$ cat src/isl_pkg.sv
// package: constants, carrier types and helpers of the indicator selector
// ============================================================================
package isl_pkg;

  // ==========================================================================
  // sizes
  localparam int NUM_LAMPS = 6;
  localparam int NUM_SRC   = 40;
  localparam int SEL_W     = 6;
  localparam int NUM_PORTS = 8;
  localparam int NUM_TASKS = 10;
  localparam int NUM_WINK  = 12;
  localparam int WINK_W    = 25;
  localparam int MS_W      = 18;
  localparam int BLINK_W   = 10;
  localparam int LEN_W     = 16;
  localparam int LOAD_W    = 7;
  localparam int ADDR_W    = 8;
  localparam int DATA_W    = 32;
  localparam int STAT_W    = 4;

  // ==========================================================================
  // timing
  localparam int CLK_KHZ       = 250000;
  localparam int WINK_MS       = 100;
  localparam int WINK_CYC_DEF  = WINK_MS * CLK_KHZ;
  localparam int MS_CYC_DEF    = CLK_KHZ;
  localparam logic [BLINK_W-1:0] BLINK_BASE_MS = 10'h032;
  localparam logic [BLINK_W-1:0] BLINK_STEP_MS = 10'h004;

  // ==========================================================================
  // source numbers
  localparam logic [SEL_W-1:0] SRC_OFF       = 6'h00;
  localparam logic [SEL_W-1:0] SRC_ON        = 6'h01;
  localparam logic [SEL_W-1:0] SRC_TASK0     = 6'h02;
  localparam logic [SEL_W-1:0] SRC_REDUCED   = 6'h0C;
  localparam logic [SEL_W-1:0] SRC_LATE_ENC  = 6'h0D;
  localparam logic [SEL_W-1:0] SRC_LATE_DEC  = 6'h0E;
  localparam logic [SEL_W-1:0] SRC_SPARE     = 6'h0F;
  localparam logic [SEL_W-1:0] SRC_PORT0     = 6'h10;
  localparam logic [SEL_W-1:0] SRC_PEAK_LAT  = 6'h20;
  localparam logic [SEL_W-1:0] SRC_ANY_PEAK  = 6'h21;
  localparam logic [SEL_W-1:0] SRC_ANY_ACT   = 6'h22;
  localparam logic [SEL_W-1:0] SRC_VOICE     = 6'h23;
  localparam logic [SEL_W-1:0] SRC_LOAD      = 6'h24;
  localparam logic [SEL_W-1:0] SRC_ERR       = 6'h25;

  // wink slots: 0..7 port peaks, then these
  localparam int WK_ANY  = 8;
  localparam int WK_ENC  = 9;
  localparam int WK_DEC  = 10;
  localparam int WK_ERR  = 11;

  // ==========================================================================
  // register map (word aligned byte addresses)
  localparam logic [ADDR_W-1:0] REG_SEL0   = 8'h00;
  localparam logic [ADDR_W-1:0] REG_LIMIT  = 8'h18;
  localparam logic [ADDR_W-1:0] REG_CTRL   = 8'h1C;
  localparam logic [ADDR_W-1:0] REG_STATUS = 8'h20;
  localparam logic [ADDR_W-1:0] REG_MASK   = 8'h24;
  localparam logic [ADDR_W-1:0] REG_LAMPS  = 8'h28;
  localparam int CTRL_SAVE_BIT = 0;
  localparam int ST_PEAK = 0;
  localparam int ST_ENC  = 1;
  localparam int ST_DEC  = 2;
  localparam int ST_ERR  = 3;
  localparam logic [LEN_W-1:0]  LIMIT_RST = 16'hFFFF;
  localparam logic [STAT_W-1:0] MASK_RST  = 4'h0;

  // ==========================================================================
  // carriers
  typedef logic [NUM_LAMPS-1:0][SEL_W-1:0] isl_sel_set_t;

  typedef struct packed {
    logic [ADDR_W-1:0] addr;
    logic [DATA_W-1:0] wdata;
    logic              wr;
    logic              rd;
  } isl_bus_req_t;

  typedef struct packed {
    logic [LEN_W-1:0] len;
    logic             done;
  } isl_frame_t;

  // ==========================================================================
  // helpers
  function automatic logic isl_over_limit(input isl_frame_t f,
                                          input logic [LEN_W-1:0] lim);
    return f.done && (f.len > lim);
  endfunction : isl_over_limit

  function automatic logic [BLINK_W-1:0] isl_blink_half(
      input logic [LOAD_W-1:0] load);
    return BLINK_BASE_MS + BLINK_STEP_MS * BLINK_W'(load);
  endfunction : isl_blink_half

endpackage : isl_pkg

$ cat src/isl_indicator_selector.sv
// module: routes forty status sources onto six front-panel lamps
//
// Our own choices: the register addresses and the address-and-strobe port.
module isl_indicator_selector #(
  parameter int WINK_CYCLES = isl_pkg::WINK_CYC_DEF,
  parameter int MS_CYCLES   = isl_pkg::MS_CYC_DEF
) (
  // clock and reset
  input  wire logic                              sys_clk_in,
  input  wire logic                              reset_n_in,
  // register port
  input  wire isl_pkg::isl_bus_req_t             bus_req_in,
  output logic [isl_pkg::DATA_W-1:0]             bus_rdata_out,
  // per-port detectors: aud tx, aud rx, pcm tx, pcm rx, voc tx/rx, com tx/rx
  input  wire logic [isl_pkg::NUM_PORTS-1:0]     port_peak_in,
  input  wire logic [isl_pkg::NUM_PORTS-1:0]     port_act_in,
  input  wire logic                              tone_peak_in,
  input  wire logic                              tone_act_in,
  // system conditions
  input  wire logic [isl_pkg::NUM_TASKS-1:0]     task_run_in,
  input  wire logic                              reduced_timing_in,
  input  wire logic                              enc_voice_in,
  input  wire logic                              enc_run_in,
  input  wire logic                              dec_voice_in,
  input  wire logic                              dec_run_in,
  input  wire logic                              err_level_in,
  input  wire logic                              add_drop_in,
  input  wire logic [isl_pkg::LOAD_W-1:0]        load_pct_in,
  input  wire isl_pkg::isl_frame_t               enc_frame_in,
  input  wire isl_pkg::isl_frame_t               dec_frame_in,
  // configuration storage
  input  wire logic                              cfg_restore_valid_in,
  input  wire isl_pkg::isl_sel_set_t             cfg_restore_data_in,
  output logic                                   cfg_save_req_out,
  output isl_pkg::isl_sel_set_t                  cfg_save_data_out,
  // lamps and interrupt
  output logic [isl_pkg::NUM_LAMPS-1:0]          lamp_out,
  output logic                                   irq_out
);

  // ==========================================================================
  // state
  typedef struct packed {
    isl_pkg::isl_sel_set_t                               sel;
    logic [isl_pkg::LEN_W-1:0]                           limit;
    logic [isl_pkg::NUM_WINK-1:0][isl_pkg::WINK_W-1:0]   wink;
    logic                                                latched;
    logic [isl_pkg::MS_W-1:0]                            ms_cnt;
    logic [isl_pkg::BLINK_W-1:0]                         blink_cnt;
    logic                                                blink;
    logic [isl_pkg::STAT_W-1:0]                          status;
    logic [isl_pkg::STAT_W-1:0]                          mask;
    logic [isl_pkg::NUM_LAMPS-1:0]                       lamps;
    logic [isl_pkg::DATA_W-1:0]                          rdata;
    logic                                                irq;
    logic                                                save_req;
    isl_pkg::isl_sel_set_t                               save_data;
  } isl_state_t;

  isl_state_t                        st_ff;
  isl_state_t                        nxt_st;
  logic [isl_pkg::NUM_SRC-1:0]       src;
  logic [isl_pkg::NUM_WINK-1:0]      ev;
  logic                              any_peak;
  logic                              ms_tick;
  logic [isl_pkg::STAT_W-1:0]        st_ev;

  localparam logic [isl_pkg::WINK_W-1:0] WINK_LOAD =
    isl_pkg::WINK_W'(WINK_CYCLES);
  localparam logic [isl_pkg::MS_W-1:0] MS_LAST =
    isl_pkg::MS_W'(MS_CYCLES - 1);

  // ==========================================================================
  // event and source decode
  always_comb begin
    any_peak = (|port_peak_in) | tone_peak_in;
    ev = '0;
    ev[isl_pkg::NUM_PORTS-1:0] = port_peak_in;
    ev[isl_pkg::WK_ANY] = any_peak;
    ev[isl_pkg::WK_ENC] = isl_pkg::isl_over_limit(enc_frame_in,
                                                  st_ff.limit);
    ev[isl_pkg::WK_DEC] = isl_pkg::isl_over_limit(dec_frame_in,
                                                  st_ff.limit);
    ev[isl_pkg::WK_ERR] = add_drop_in;
    st_ev = '0;
    st_ev[isl_pkg::ST_PEAK] = any_peak;
    st_ev[isl_pkg::ST_ENC]  = ev[isl_pkg::WK_ENC];
    st_ev[isl_pkg::ST_DEC]  = ev[isl_pkg::WK_DEC];
    st_ev[isl_pkg::ST_ERR]  = add_drop_in;
    ms_tick = (st_ff.ms_cnt == MS_LAST);

    src = '0;
    src[isl_pkg::SRC_OFF] = 1'b0;
    src[isl_pkg::SRC_ON]  = 1'b1;
    for (int t = 0; t < isl_pkg::NUM_TASKS; t++) begin
      src[int'(isl_pkg::SRC_TASK0) + t] = task_run_in[t];
    end
    src[isl_pkg::SRC_REDUCED]  = reduced_timing_in;
    src[isl_pkg::SRC_LATE_ENC] = |st_ff.wink[isl_pkg::WK_ENC];
    src[isl_pkg::SRC_LATE_DEC] = |st_ff.wink[isl_pkg::WK_DEC];
    src[isl_pkg::SRC_SPARE]    = 1'b0;
    for (int p = 0; p < isl_pkg::NUM_PORTS; p++) begin
      // even ports are mixer outputs (tx), odd ports mixer inputs (rx)
      src[int'(isl_pkg::SRC_PORT0) + 2 * p]     = |st_ff.wink[p];
      src[int'(isl_pkg::SRC_PORT0) + 2 * p + 1] = port_act_in[p];
    end
    src[isl_pkg::SRC_PEAK_LAT] = st_ff.latched;
    src[isl_pkg::SRC_ANY_PEAK] = |st_ff.wink[isl_pkg::WK_ANY];
    src[isl_pkg::SRC_ANY_ACT]  = (|port_act_in) | tone_act_in;
    src[isl_pkg::SRC_VOICE]    = (enc_voice_in & enc_run_in)
                               | (dec_voice_in & dec_run_in);
    src[isl_pkg::SRC_LOAD]     = st_ff.blink;
    src[isl_pkg::SRC_ERR]      = err_level_in
                               | (|st_ff.wink[isl_pkg::WK_ERR]);
  end

  // ==========================================================================
  // next state
  always_comb begin
    logic [isl_pkg::ADDR_W-1:0] a;
    logic                       rd_status;
    a = bus_req_in.addr;
    rd_status = bus_req_in.rd && (a == isl_pkg::REG_STATUS);
    nxt_st = st_ff;

    // wink stretchers restart on every event
    for (int w = 0; w < isl_pkg::NUM_WINK; w++) begin
      if (ev[w]) begin
        nxt_st.wink[w] = WINK_LOAD;
      end else if (st_ff.wink[w] != '0) begin
        nxt_st.wink[w] = st_ff.wink[w] - 1'b1;
      end
    end

    // latched peak has no clearing path besides reset
    if (any_peak) begin
      nxt_st.latched = 1'b1;
    end

    // load blink: half period in ms grows with load
    nxt_st.ms_cnt = ms_tick ? '0 : st_ff.ms_cnt + 1'b1;
    if (ms_tick) begin
      if (st_ff.blink_cnt == '0) begin
        nxt_st.blink     = ~st_ff.blink;
        nxt_st.blink_cnt = isl_pkg::isl_blink_half(load_pct_in);
      end else begin
        nxt_st.blink_cnt = st_ff.blink_cnt - 1'b1;
      end
    end

    // restore from storage; a bus write in the same cycle takes precedence
    if (cfg_restore_valid_in) begin
      nxt_st.sel = cfg_restore_data_in;
    end

    // register writes
    nxt_st.save_req = 1'b0;
    if (bus_req_in.wr) begin
      for (int l = 0; l < isl_pkg::NUM_LAMPS; l++) begin
        if (a == isl_pkg::REG_SEL0 + isl_pkg::ADDR_W'(4 * l)) begin
          nxt_st.sel[l] = bus_req_in.wdata[isl_pkg::SEL_W-1:0];
        end
      end
      if (a == isl_pkg::REG_LIMIT) begin
        nxt_st.limit = bus_req_in.wdata[isl_pkg::LEN_W-1:0];
      end
      if (a == isl_pkg::REG_MASK) begin
        nxt_st.mask = bus_req_in.wdata[isl_pkg::STAT_W-1:0];
      end
      if (a == isl_pkg::REG_CTRL &&
          bus_req_in.wdata[isl_pkg::CTRL_SAVE_BIT]) begin
        nxt_st.save_req  = 1'b1;
        nxt_st.save_data = st_ff.sel;
      end
    end

    // status: read clears, a new event in the same cycle survives
    nxt_st.status = (rd_status ? '0 : st_ff.status) | st_ev;
    nxt_st.irq    = |(nxt_st.status & nxt_st.mask);

    // register reads, answered one cycle later
    nxt_st.rdata = '0;
    if (bus_req_in.rd) begin
      for (int l = 0; l < isl_pkg::NUM_LAMPS; l++) begin
        if (a == isl_pkg::REG_SEL0 + isl_pkg::ADDR_W'(4 * l)) begin
          nxt_st.rdata = isl_pkg::DATA_W'(st_ff.sel[l]);
        end
      end
      unique case (a)
        isl_pkg::REG_LIMIT:  nxt_st.rdata = isl_pkg::DATA_W'(st_ff.limit);
        isl_pkg::REG_STATUS: nxt_st.rdata = isl_pkg::DATA_W'(st_ff.status);
        isl_pkg::REG_MASK:   nxt_st.rdata = isl_pkg::DATA_W'(st_ff.mask);
        isl_pkg::REG_LAMPS:  nxt_st.rdata = isl_pkg::DATA_W'(st_ff.lamps);
        default:             nxt_st.rdata = nxt_st.rdata;
      endcase
    end

    // lamp routing; numbers past the table read dark
    for (int l = 0; l < isl_pkg::NUM_LAMPS; l++) begin
      nxt_st.lamps[l] = (int'(st_ff.sel[l]) < isl_pkg::NUM_SRC)
                      ? src[st_ff.sel[l]] : 1'b0;
    end
  end

  // ==========================================================================
  // state register
  always_ff @(posedge sys_clk_in or negedge reset_n_in) begin
    if (!reset_n_in) begin
      st_ff           <= '0;
      st_ff.sel[0]    <= isl_pkg::SRC_ANY_PEAK;
      st_ff.sel[1]    <= isl_pkg::SRC_ANY_ACT;
      st_ff.limit     <= isl_pkg::LIMIT_RST;
      st_ff.mask      <= isl_pkg::MASK_RST;
      st_ff.latched   <= 1'b0;
    end else begin
      st_ff <= nxt_st;
    end
  end

  // ==========================================================================
  // outputs
  always_comb begin
    lamp_out          = st_ff.lamps;
    bus_rdata_out     = st_ff.rdata;
    irq_out           = st_ff.irq;
    cfg_save_req_out  = st_ff.save_req;
    cfg_save_data_out = st_ff.save_data;
  end
endmodule : isl_indicator_selector

$ cat config.mk
export PLATFORM = sky130hd
export DESIGN_NAME = isl_indicator_selector
export DESIGN_NICKNAME = d
export VERILOG_FILES = /design/src/isl_pkg.sv /design/src/isl_indicator_selector.sv
export SDC_FILE = /design/constraint.sdc
export NUM_CORES = 1
export LEC_CHECK = 0
export ABC_CLOCK_PERIOD_IN_PS = 3500
export BUFFER_PORTS_ARGS = -buffer_cell sky130_fd_sc_hd__buf_2
export CAP_MARGIN = 15
export CORE_ASPECT_RATIO = 1.25
export CORE_UTILIZATION = 30
export CTS_CLUSTER_SIZE = 8
export DETAILED_ROUTE_END_ITERATION = 10
export GPL_TIMING_DRIVEN = 0
export RECOVER_POWER = 100
export SYNTH_ARGS = -nofsm -noshare
export SYNTH_HDL_FRONTEND = slang
export SYNTH_SLANG_ARGS = --single-unit
export TNS_END_PERCENT = 10
$ cat constraint.sdc
create_clock -name sys_clk_in -period 3.5 [get_ports sys_clk_in]
set_input_delay 0.7 -clock sys_clk_in [delete_from_list [all_inputs] [get_ports sys_clk_in]]
set_output_delay 0.7 -clock sys_clk_in [all_outputs]
set_load 0.01 [all_outputs]
Yosys cells after proc, flatten, opt, wreduce, memory -nomap -nowiden --
Cells that the tools add are included.
Storage, ports and cells: register bits after elaboration 466, logic and storage cells 198, output and inout port bits 76
Cells by class: reduce and logical (&&, ||, !) cells 48, $add $sub $neg 15, equality and inequality tests 11, $lt $le $gt $ge 14, bitwise operators 9, mux-type cells 66
Operator list (number):
- $mux 25 | 24
- $reduce_bool 25->1 | 12
- $reduce_or 25->1 | 12
- $sub 25x1->25 const B | 12
- $mux 32 | 6
- $pmux 32 s4 | 1
- $mux 37 | 2
- $mux 52 | 1
- $lt 6x7->1 const B | 6
- $mux 6 | 7
- $bmux 1 s6 | 6
- $lt 6x6->1 const B | 6
- $mux 36 | 1
- $eq 8x5->1 const B | 4
- $gt 16x16->1 | 2
- $eq 8x6->1 const B | 3
- $reduce_bool 2->1 | 12
- $add 18x1->18 const B | 1
- $eq 18x18->1 const B | 1
- $mux 18 | 1
- $eq 8x4->1 const B | 2
- $mux 16 | 1
- $reduce_or 8->1 | 2
- $mux 1 | 12
- 15 further kinds | 26

Longest topological paths before layout --
Gate-level depths: netlist of run 1.
word-level depth 9, gate-level depth with buffers 11, depth with buffers taken out 9

Worst setup path after synthesis of run 1 --
Ideal clock, no wire load.
path type reg2reg, start point register st_ff[239] in the netlist's numbering, end point register st_ff (netlist bit lamp_out[5]), setup slack 592 ps, cell stages (with the launch flop) 11, path buffers 1, period minus slack after synthesis 2908 ps, data required time 3368 ps, setup time 132 ps, data arrival time 2777 ps, cells stage by stage dfrtp_1 -> inv_1 -> ha_1 -> or4b_2 -> or4_1 -> or2_1 -> buf_2 -> mux4_2 -> o2111a_1 -> o21ai_1 -> nand4_1
RTL lines:
- start: declaration | RTL line isl_indicator_selector.sv:60 | isl_state_t st_ff;
- start signal: assignment | RTL line isl_indicator_selector.sv:216 | st_ff <= nxt_st;

==> results of run 1 <==
## cell families (layout without fill, tap and decap cells)
group	after synthesis	count (layout)	synth area share, %
simple gates	1134	1134	23.3
buf+inv	263	559	5.36
mux	87	87	4.32
xor+xnor	221	221	7.73
flops	450	450	45.1
compound gates	435	435	11.3
other cells	1	23	0.0150
fa+ha+maj	59	59	2.95
## placed cells by master, fill, tap and decap left out, types with 56 or more instances in the layout
cell type,n
nor2_1,292
a21oi_1,122
nor4_1,78
nor3_1,106
nand2b_1,94
or3_1,56
clkbuf_1,184
xnor2_1,142
xor2_1,79
o21ai_0,105
buf_4,57
buf_2,148
nand2_1,232
clkbuf_16,69
dfrtp_1,430
inv_1,69
ha_1,59
nand3_1,65
## power groups by stage
stage | clock [mW] | combinational, mW | sequential, mW
after global routing | 6.38 | 2.45 | 6.00
after CTS | 6.18 | 2.21 | 5.95
after global placement | 0 | 2.16 | 6.02
after floorplan | 0 | 1.53 | 5.92
after detailed placement | 0 | 2.20 | 6.03
final | 6.01 | 2.19 | 5.96
## state kept, by name, indices dropped and copies added (netlist names)
name	flops
st_ff	388
cfg_save_data_out	36
bus_rdata_out	16
lamp_out	6
src	2
cfg_save_req_out	1
irq_out	1
## worst max-delay path: stages, from the launching register on
cell and delay, ps:
dfrtp_1 400, inv_1 90, ha_1 160, or4b_2 580, or4_1 440, or2_1 240, clkbuf_1 270, mux4_2 540
o2111a_1 240, o21ai_1 80, nand4_1 150
## area by class of cell
class	instances	area, µm²
clock inverter	5	71.3
clock buffer	95	1850
timing repair buffer	196	997
tap	1080	1350
antenna	7	17.5
buffer	189	990
multi-input combinational	1952	12500
inverter	74	278
fill	8506	53400
sequential	450	11300
## worst paths after layout
kind | from | depth (start not counted) | slack (ps) | to
setup / recovery | st_ff[239]$_DFFE_PN0P_ | 10 | 140 | lamp_out[5]$_DFF_PN0_
hold / removal | bus_req_in[14] | 2 | 330 | st_ff[426]$_DFFE_PN1P_
setup reg to reg | st_ff[239]$_DFFE_PN0P_ | 10 | 140 | lamp_out[5]$_DFF_PN0_
hold reg to reg | st_ff[95]$_DFF_PN0_ | 1 | 460 | st_ff[95]$_DFF_PN0_
max in group asynchronous | reset_n_in | 2 | 600 | st_ff[176]$_DFFE_PN0P_
min in group asynchronous | reset_n_in | 1 | 650 | st_ff[198]$_DFFE_PN0P_
## metal layers
metal  up-vias  routed length, µm  track usage, %
li1       9880                  -               -
met1      9996              31700            22.0
met2       569              33100            26.8
met3       186               3800            3.03
met4         6               2660            7.11
met5         -                 36               0
## through the flow
| stage | util (%) | setup TNS, ps | cell area, µm² |
|---|---|---|---|
| 3_5_place_dp | 33.3 | 0 | 27500 |
| 2_1_floorplan | - | 0 | 25100 |
| 3_3_place_gp | 33.2 | -3445920 | 27400 |
| 4_1_cts | 35.6 | 0 | 29500 |
| 5_1_grt | 35.4 | 0 | 29300 |
| 6_report | 35.4 | 0 | 29300 |
==> flow_metrics.tcl, run 1 <==
set metrics [dict create \
    drt-wirelength-per-cell_um 17.6 \
    ios 233 \
    stdcell_count 4048 \
    gp_congestion 0.909 \
    cts_max_path_buffers 3 \
    total_power_mw 14.2 \
    antenna_left 0 \
    routed_wl_um 71200 \
    grt_start_max_net_pins 114 \
    clk_latency_ps 610 \
    power_density_mw_per_mm2 483 \
    start_kind "flop" \
    initial_core_util_pct 30.3 \
    p_seq_share_pct 42.1 \
    hold_buffers 0 \
    max_freq_mhz 298 \
    cts-root-buf "clkbuf_16" \
    yosys-top-cells-count "430 x dfrtp_1, 292 x nor2_1, 232 x nand2_1" \
    synth-seq-area-share_pct 45.1 \
    syn_inst 2650 \
    irDropWorstVdd_mv 0.310 \
    finalSetupViolations 0 \
    die_x_um 260 \
    post_cts.repair.setup_buffers 0 \
    fin_crit_ps 3360 \
    grt_usage_pct 16.7 \
    slew_headroom_pct -28.0 \
    drc_errors 0 \
    p_int_mw 10.1 \
    fin_skew_ps 33.0 \
    syn_area_mm2 0.0250 \
    netlist.area_leader.share_pct 43.0 \
    worst_pin_slew_ps 1920 \
    switchingPower_mw 4.02 \
    arrival_ps 3800 \
    whs_ps 326 \
    drv_cap 1 \
    cts_resized 0 \
    dp_cells 3941 \
    cts_max_level 3 \
    synth_ff_type "dfrtp_1" \
    grt_pass1_wl_um 112000 \
    num_vias 20637 \
    drive_above_1_share_pct 13.4 \
    violations "capacitance limit, slew limit" \
    rsz0062_at_grt "false" \
    grt_pass1_vias 20145 \
    vias_per_cell 5.10 \
    leakagePower_nw 11.5 \
    synthTopCellsByArea "dfrtp_1 43%, xnor2_1 5.0%, nor2_1 4.4%" \
    power_frac_comb_pct 15.5 \
    synth-edff-count 0 \
    cts_made_buffers 67 \
    hold_violations 0 \
    crit_fanout 10 \
    grt_remaining_overflow 0 \
    drv_slew 72 \
    dp_slack_ps 191 \
    clkTransAtPathRegs_ps 50 \
    power_frac_clock_pct 42.5 \
    ys_types 89 \
    antenna_found_initial 16 \
    worstPathRequired_ps 3940 \
    synth.most_common_cell "dfrtp_1" \
    die_area_mm2 0.0846 \
    syn2layout_area_growth_pct 17.0 \
    yosys_warnings 0 \
    cts.sinks 450 \
    cp-end-kind "flop" \
    hpwl_um 52100 \
    critPathKind "reg2reg" \
    cts_tree "built" \
    synth_area_per_cell_um2 9.45 \
    synth_top_area_cell "dfrtp_1" \
    ys_ff_latch 450 \
    rows 118 \
    final_net_count 3146 \
    p_sw_share_pct 28.4 \
    core_mm2 0.0827 \
    drt_pass1_iterations 6 \
    status "finished, violations left" \
    fin_ws_ps 141 \
    die_h_um 325 \
    period_share_pct 96.0 \
    hp-class "in2reg" \
    portBuffers 192 \
    drtIter0Drc 1430 \
    async_flop_share_pct 100 \
]
Note: power is estimated with default switching activity, not from simulation.
==> run 2: changes to the inputs <==
--- a/config.mk
+++ b/config.mk
@@ -8,8 +8,8 @@
 export ABC_CLOCK_PERIOD_IN_PS = 3500
 export BUFFER_PORTS_ARGS = -buffer_cell sky130_fd_sc_hd__buf_2
 export CAP_MARGIN = 15
-export CORE_ASPECT_RATIO = 1.25
-export CORE_UTILIZATION = 30
+export CORE_ASPECT_RATIO = 2
+export CORE_UTILIZATION = 29
 export CTS_CLUSTER_SIZE = 8
 export DETAILED_ROUTE_END_ITERATION = 10
 export GPL_TIMING_DRIVEN = 0
==> constraint.sdc (replaced) <==
create_clock -name sys_clk_in -period 3.5 [get_ports sys_clk_in]
set_input_delay 0.7 -clock sys_clk_in [delete_from_list [all_inputs] [get_ports sys_clk_in]]
set_output_delay 0.7 -clock sys_clk_in [all_outputs]
set_load 0.05 [all_outputs]
==> run 2 against run 1 <==
The run still ends with capacitance limit, slew limit left. Via count rose by 1.4%. Die area rose by 3.5%. Register-to-register slack got worse by 60 ps. Worst hold slack got worse by 22 ps. Global-route usage rose by 1.2 points.
==> flow_metrics.tcl, run 2 (synthesized netlist as in run 1, its figures left out) <==
set metrics [dict create \
    status "finished, violations left" \
    violations "capacitance limit, slew limit" \
    hold_end "st_ff[428]$_DFFE_PN1P_" \
    period_share_pct 97.5 \
    crit_fanout 10 \
    largest_reg_flops 388 \
    final_cell_mix "430 x dfrtp_1, 292 x nor2_1, 232 x nand2_1" \
    start_kind "flop" \
    hold_buffers 0 \
    drt-wirelength-per-cell_um 19.3 \
    antenna_found_initial 19 \
    cts.sinks 450 \
    clkTransAtPathRegs_ps 50 \
    vias_per_cell 5.19 \
    initial_core_util_pct 29.3 \
    hp-class "in2reg" \
    rows 152 \
    die_x_um 210 \
    r2r-start "st_ff[333]$_DFFE_PN0P_" \
    total_power_mw 14.4 \
    cts_made_buffers 66 \
    arrival_ps 3870 \
    drc_errors 0 \
    die_h_um 418 \
    grt_usage_pct 17.9 \
    stdcell_count 4035 \
    max_freq_mhz 293 \
    final_net_count 3145 \
    ios 233 \
    grt_pass1_vias 21174 \
    hold_violations 0 \
    fin_crit_ps 3410 \
    irDropWorstVdd_mv 0.322 \
    drive_above_1_share_pct 13.4 \
    clk_latency_ps 640 \
    cp-end-kind "flop" \
    worstPathRequired_ps 3950 \
    cts_max_path_buffers 3 \
    wl_met1_um 29600 \
    power_density_mw_per_mm2 490 \
    fin_skew_ps 38.2 \
    finalSetupViolations 0 \
    syn2layout_area_growth_pct 17.2 \
    drv_slew 90 \
    slew_headroom_pct -61.7 \
    hold_depth 2 \
    cts_max_level 3 \
    die_area_mm2 0.0876 \
    drtIter0Drc 1227 \
    hpwl_um 57900 \
    r2r-end "lamp_out[2]$_DFF_PN0_" \
    worst_pin_slew_ps 2430 \
    num_vias 20924 \
    regMostFlops "st_ff" \
    reg2reg_depth 7 \
    gp_congestion 0.969 \
    critPathKind "reg2reg" \
    post_cts.repair.setup_buffers 0 \
    route.met3.wl_um 4370 \
    core_mm2 0.0856 \
    drt_pass1_iterations 8 \
    r2r_slack_ps 90 \
    drv_cap 1 \
    cts-root-buf "clkbuf_16" \
    grt_remaining_overflow 0 \
    setup_tns_ps 0 \
    dr.max_layer_used "met5" \
    rsz0062_at_grt "false" \
    routed_wl_um 77800 \
    final_common_cell "dfrtp_1" \
    grt_start_max_net_pins 104 \
    hold_path_startpoint "bus_req_in[16]" \
    utilization_pct 34.3 \
    dp_cells 3939 \
    cts_tree "built" \
    grt_pass1_wl_um 121000 \
    portBuffers 192 \
    wl_met2_um 39000 \
    leakagePower_nw 11.5 \
    antenna_left 0 \
]
[run 2: how the worst max path moves through the flow]
stage | start | end | slack [ps]
2_1_floorplan | st_ff[239]$_DFFE_PN0P_ | lamp_out[5]$_DFF_PN0_ | 590
3_3_place_gp | reset_n_in | bus_rdata_out[8]$_DFF_PN0_ | -7970
3_5_place_dp | st_ff[273]$_DFFE_PN0P_ | st_ff[282]$_DFFE_PN0P_ | -210
4_1_cts | st_ff[344]$_DFFE_PN0P_ | lamp_out[5]$_DFF_PN0_ | 40
5_1_grt | st_ff[333]$_DFFE_PN0P_ | lamp_out[2]$_DFF_PN0_ | 10
6_report | st_ff[333]$_DFFE_PN0P_ | lamp_out[2]$_DFF_PN0_ | 90
[run 2: what timing repair did]
action	4_1_cts	5_1_grt
resized for setup	2	1
pin swaps	0	0
hold endpoints to repair	0	0
endpoints found under the setup margin	4	5
[run 2: where the power goes]
group	leakage, nW	internal [mW]	switching (mW)
combinational	5.38	0.916	1.43
clock	0.914	3.57	2.49
sequential	5.25	5.58	0.391
total	11.5	10.1	4.31
[run 2: per-layer routing]
metal | vias to the layer above | global-route usage [%]
met5 | - | 0
met4 | 16 | 10.6
met3 | 252 | 3.80
met2 | 677 | 31.8
met1 | 10121 | 19.4
li1 | 9858 | -
[run 2: layout make-up]
class                   count  area (µm²)
flip-flops and latches    450       11300
clock inverters             7         155
plain buffers             188        1060
multi-input cells        1952       12500
well taps                1078        1350
inverters                  74         278
diodes                      7        17.5
repair buffers            197         996
fillers                  8853       56200
clock buffers              82        1740
[run 2: metrics by stage]
stage          hold WS [ps]  cell area [µm²]  worst slack [ps]
6_report                304            29400              85.9
2_1_floorplan           404            25100               592
3_5_place_dp            452            27500              -207
4_1_cts                 103            29400              39.5
3_3_place_gp            447            27400             -7970
5_1_grt                 287            29300              9.64
[run 2: worst max-delay path, cell delays in order (launching register included)]
cell	delay [ps]
dfrtp_1	400
or4_1	600
or4_1	620
nor4b_4	750
buf_4	330
a21oi_1	90
o311ai_1	320
a211oi_1	150
==> run 3: changes to the inputs <==
--- a/config.mk
+++ b/config.mk
@@ -13,6 +13,7 @@
 export CTS_CLUSTER_SIZE = 8
 export DETAILED_ROUTE_END_ITERATION = 10
 export GPL_TIMING_DRIVEN = 0
+export PLACE_DENSITY_LB_ADDON = 0.15
 export RECOVER_POWER = 100
 export SYNTH_ARGS = -nofsm -noshare
 export SYNTH_HDL_FRONTEND = slang
==> run 3 against run 2 <==
The run still ends with capacitance limit, slew limit left. Clock power is 2% lower. Final cell count about the same. Setup slack gained 52 ps. Routed wire length rose by 3.8%. Fmax rose by 1.6%. Die area is the same. Global-route usage increased by 0.77 points. Via count up 0.33%. Power shrank 0.51%. Critical path depth is the same. Design area fell by 0.26%. Critical path type unchanged.
==> flow_metrics.tcl, run 3 (synthesized netlist as in run 1, its figures left out) <==
set metrics [dict create \
    worstPathRequired_ps 3970 \
    cts_made_buffers 66 \
    drv_slew 197 \
    grt_pass1_wl_um 126000 \
    hp-class "in2reg" \
    rsz0062_at_grt "true" \
    fillers 8844 \
    hold_violations 0 \
    crit_fanout 10 \
    cts_tree "built" \
    portBuffers 192 \
    drt_pass1_iterations 5 \
    routed_wl_um 80800 \
    stdcell_count 4031 \
    die_h_um 418 \
    finalSetupViolations 0 \
    hpwl_um 60700 \
    arrival_ps 3830 \
    largest_reg_flops 388 \
    drtIter0Drc 1418 \
    final_area_mm2 0.0293 \
    die_area_mm2 0.0876 \
    slew_headroom_pct -9.41 \
    period_share_pct 96.0 \
    antenna_left 0 \
    drt-wirelength-per-cell_um 20.0 \
    start_kind "flop" \
    dp_cells 3939 \
    grt_usage_pct 18.7 \
    violations "capacitance limit, slew limit" \
    cts.sinks 450 \
    worst-path-buf-inv 1 \
    antenna_found_initial 17 \
    cts_max_path_buffers 3 \
    regMostFlops "st_ff" \
    final_cell_mix "430 x dfrtp_1, 292 x nor2_1, 232 x nand2_1" \
    irDropWorstVdd_mv 0.355 \
    grt_remaining_overflow 0 \
    drc_errors 0 \
    num_vias 20993 \
    drv_cap 1 \
    power_density_mw_per_mm2 488 \
    syn2layout_area_growth_pct 16.9 \
    slowest_stage "nor4_4" \
    total_power_mw 14.3 \
    cpPeakStageDelay_ps 620 \
    cts_max_level 3 \
    placed_area_mm2 0.0275 \
    ios 233 \
    grt_pass1_vias 21473 \
    clk_latency_ps 620 \
    cp-end-kind "flop" \
    worst_pin_slew_ps 1640 \
    clkTransAtPathRegs_ps 50 \
    fin_skew_ps 24.2 \
    fin_crit_ps 3360 \
    grt_start_max_net_pins 110 \
    max_freq_mhz 297 \
    die_x_um 210 \
    cts-root-buf "clkbuf_16" \
    vias_per_cell 5.21 \
    status "finished, violations left" \
    final_common_cell "dfrtp_1" \
    cp_cell_sequence "or4_1 > clkbuf_1 > nor4_4 > nand2_1 > nand4_1 > nor3_1 > or3b_2" \
    final_net_count 3146 \
    core_mm2 0.0856 \
    gp_congestion 0.913 \
    rows 152 \
    leakagePower_nw 11.5 \
    path_delay_family "simple AND/OR/NAND/NOR gates" \
    critPathKind "reg2reg" \
    initial_core_util_pct 29.3 \
    drive_above_1_share_pct 13.5 \
]
## run 3: cell count changes in the layout (fill, tap and decap cells not counted), sizes merged
cell / before / now
dlygate4sd3: 0 / 1
diode: 7 / 6
buf: 217 / 218
clkinv: 8 / 3
bufinv: 1 / 0
inv: 72 / 73
## run 3: layout make-up
cell class | count | area [µm²] | share of cell area [%]
sequential | 450 | 11300 | 38.5
antenna | 6 | 15.0 | 0.0513
multi-input combinational | 1952 | 12500 | 42.6
tap | 1078 | 1350 | 4.61
clock inverter | 2 | 17.5 | 0.0598
timing repair buffer | 198 | 977 | 3.34
buffer | 188 | 1060 | 3.62
clock buffer | 83 | 1820 | 6.22
inverter | 74 | 278 | 0.949
## run 3: timing repair
| action | 4_1_cts | 5_1_grt |
|---|---|---|
| hold buffers | 1 | 0 |
| endpoints found under the hold margin | 40 | 0 |
| endpoints found under the setup margin | 4 | 9 |
| cloned | 0 | 0 |
| resized for setup | 2 | 1 |
| setup buffers | 0 | 0 |
## run 3: where the power goes
group,switching (mW),internal [mW]
Combinational,1.45,0.914
Clock,2.37,3.59
Sequential,0.401,5.58
Total,4.22,10.1
## run 3: metal layers
layer / GRT usage (%) / part of all wire, % / vias up
met5: 0 / 0.20 / -
met4: 10.2 / 5.3 / 24
met3: 4.01 / 5.3 / 212
met2: 33.0 / 51 / 614
met1: 20.7 / 38 / 10299
li1: - / - / 9844
## run 3: metrics by stage
| step | setup slack (ps) | setup TNS [ps] | utilization (%) | hold WS [ps] |
|---|---|---|---|---|
| global route | -7.74 | -8.74 | 34.2 | 290 |
| finish | 138 | 0 | 34.2 | 320 |
| detailed placement | -195 | -276 | 32.2 | 450 |
| global placement | -7920 | -3455910 | 32.0 | 440 |
| CTS | 11.4 | 0 | 34.3 | 255 |
| floorplan | 592 | 0 | - | 404 |
## run 3: worst register-to-register path, cell delays in order, from the launching register on
cell	delay, ps
dfrtp_1	410
or4_1	520
clkbuf_1	250
nor4_4	620
nand2_1	440
nand4_1	460
nor3_1	80
or3b_2	450
## run 3: worst paths after layout
check	start	end	slack [ps]	cells past startpoint
hold / removal	bus_req_in[9]	st_ff[421]$_DFFE_PN1P_	320	2
setup / recovery	st_ff[279]$_DFFE_PN0P_	st_ff[282]$_DFFE_PN0P_	140	7
min in group asynchronous	reset_n_in	st_ff[282]$_DFFE_PN0P_	590	2
max in group asynchronous	reset_n_in	st_ff[203]$_DFFE_PN0P_	650	4
hold reg to reg	st_ff[95]$_DFF_PN0_	st_ff[95]$_DFF_PN0_	450	1
setup reg to reg	st_ff[279]$_DFFE_PN0P_	st_ff[282]$_DFFE_PN0P_	140	7
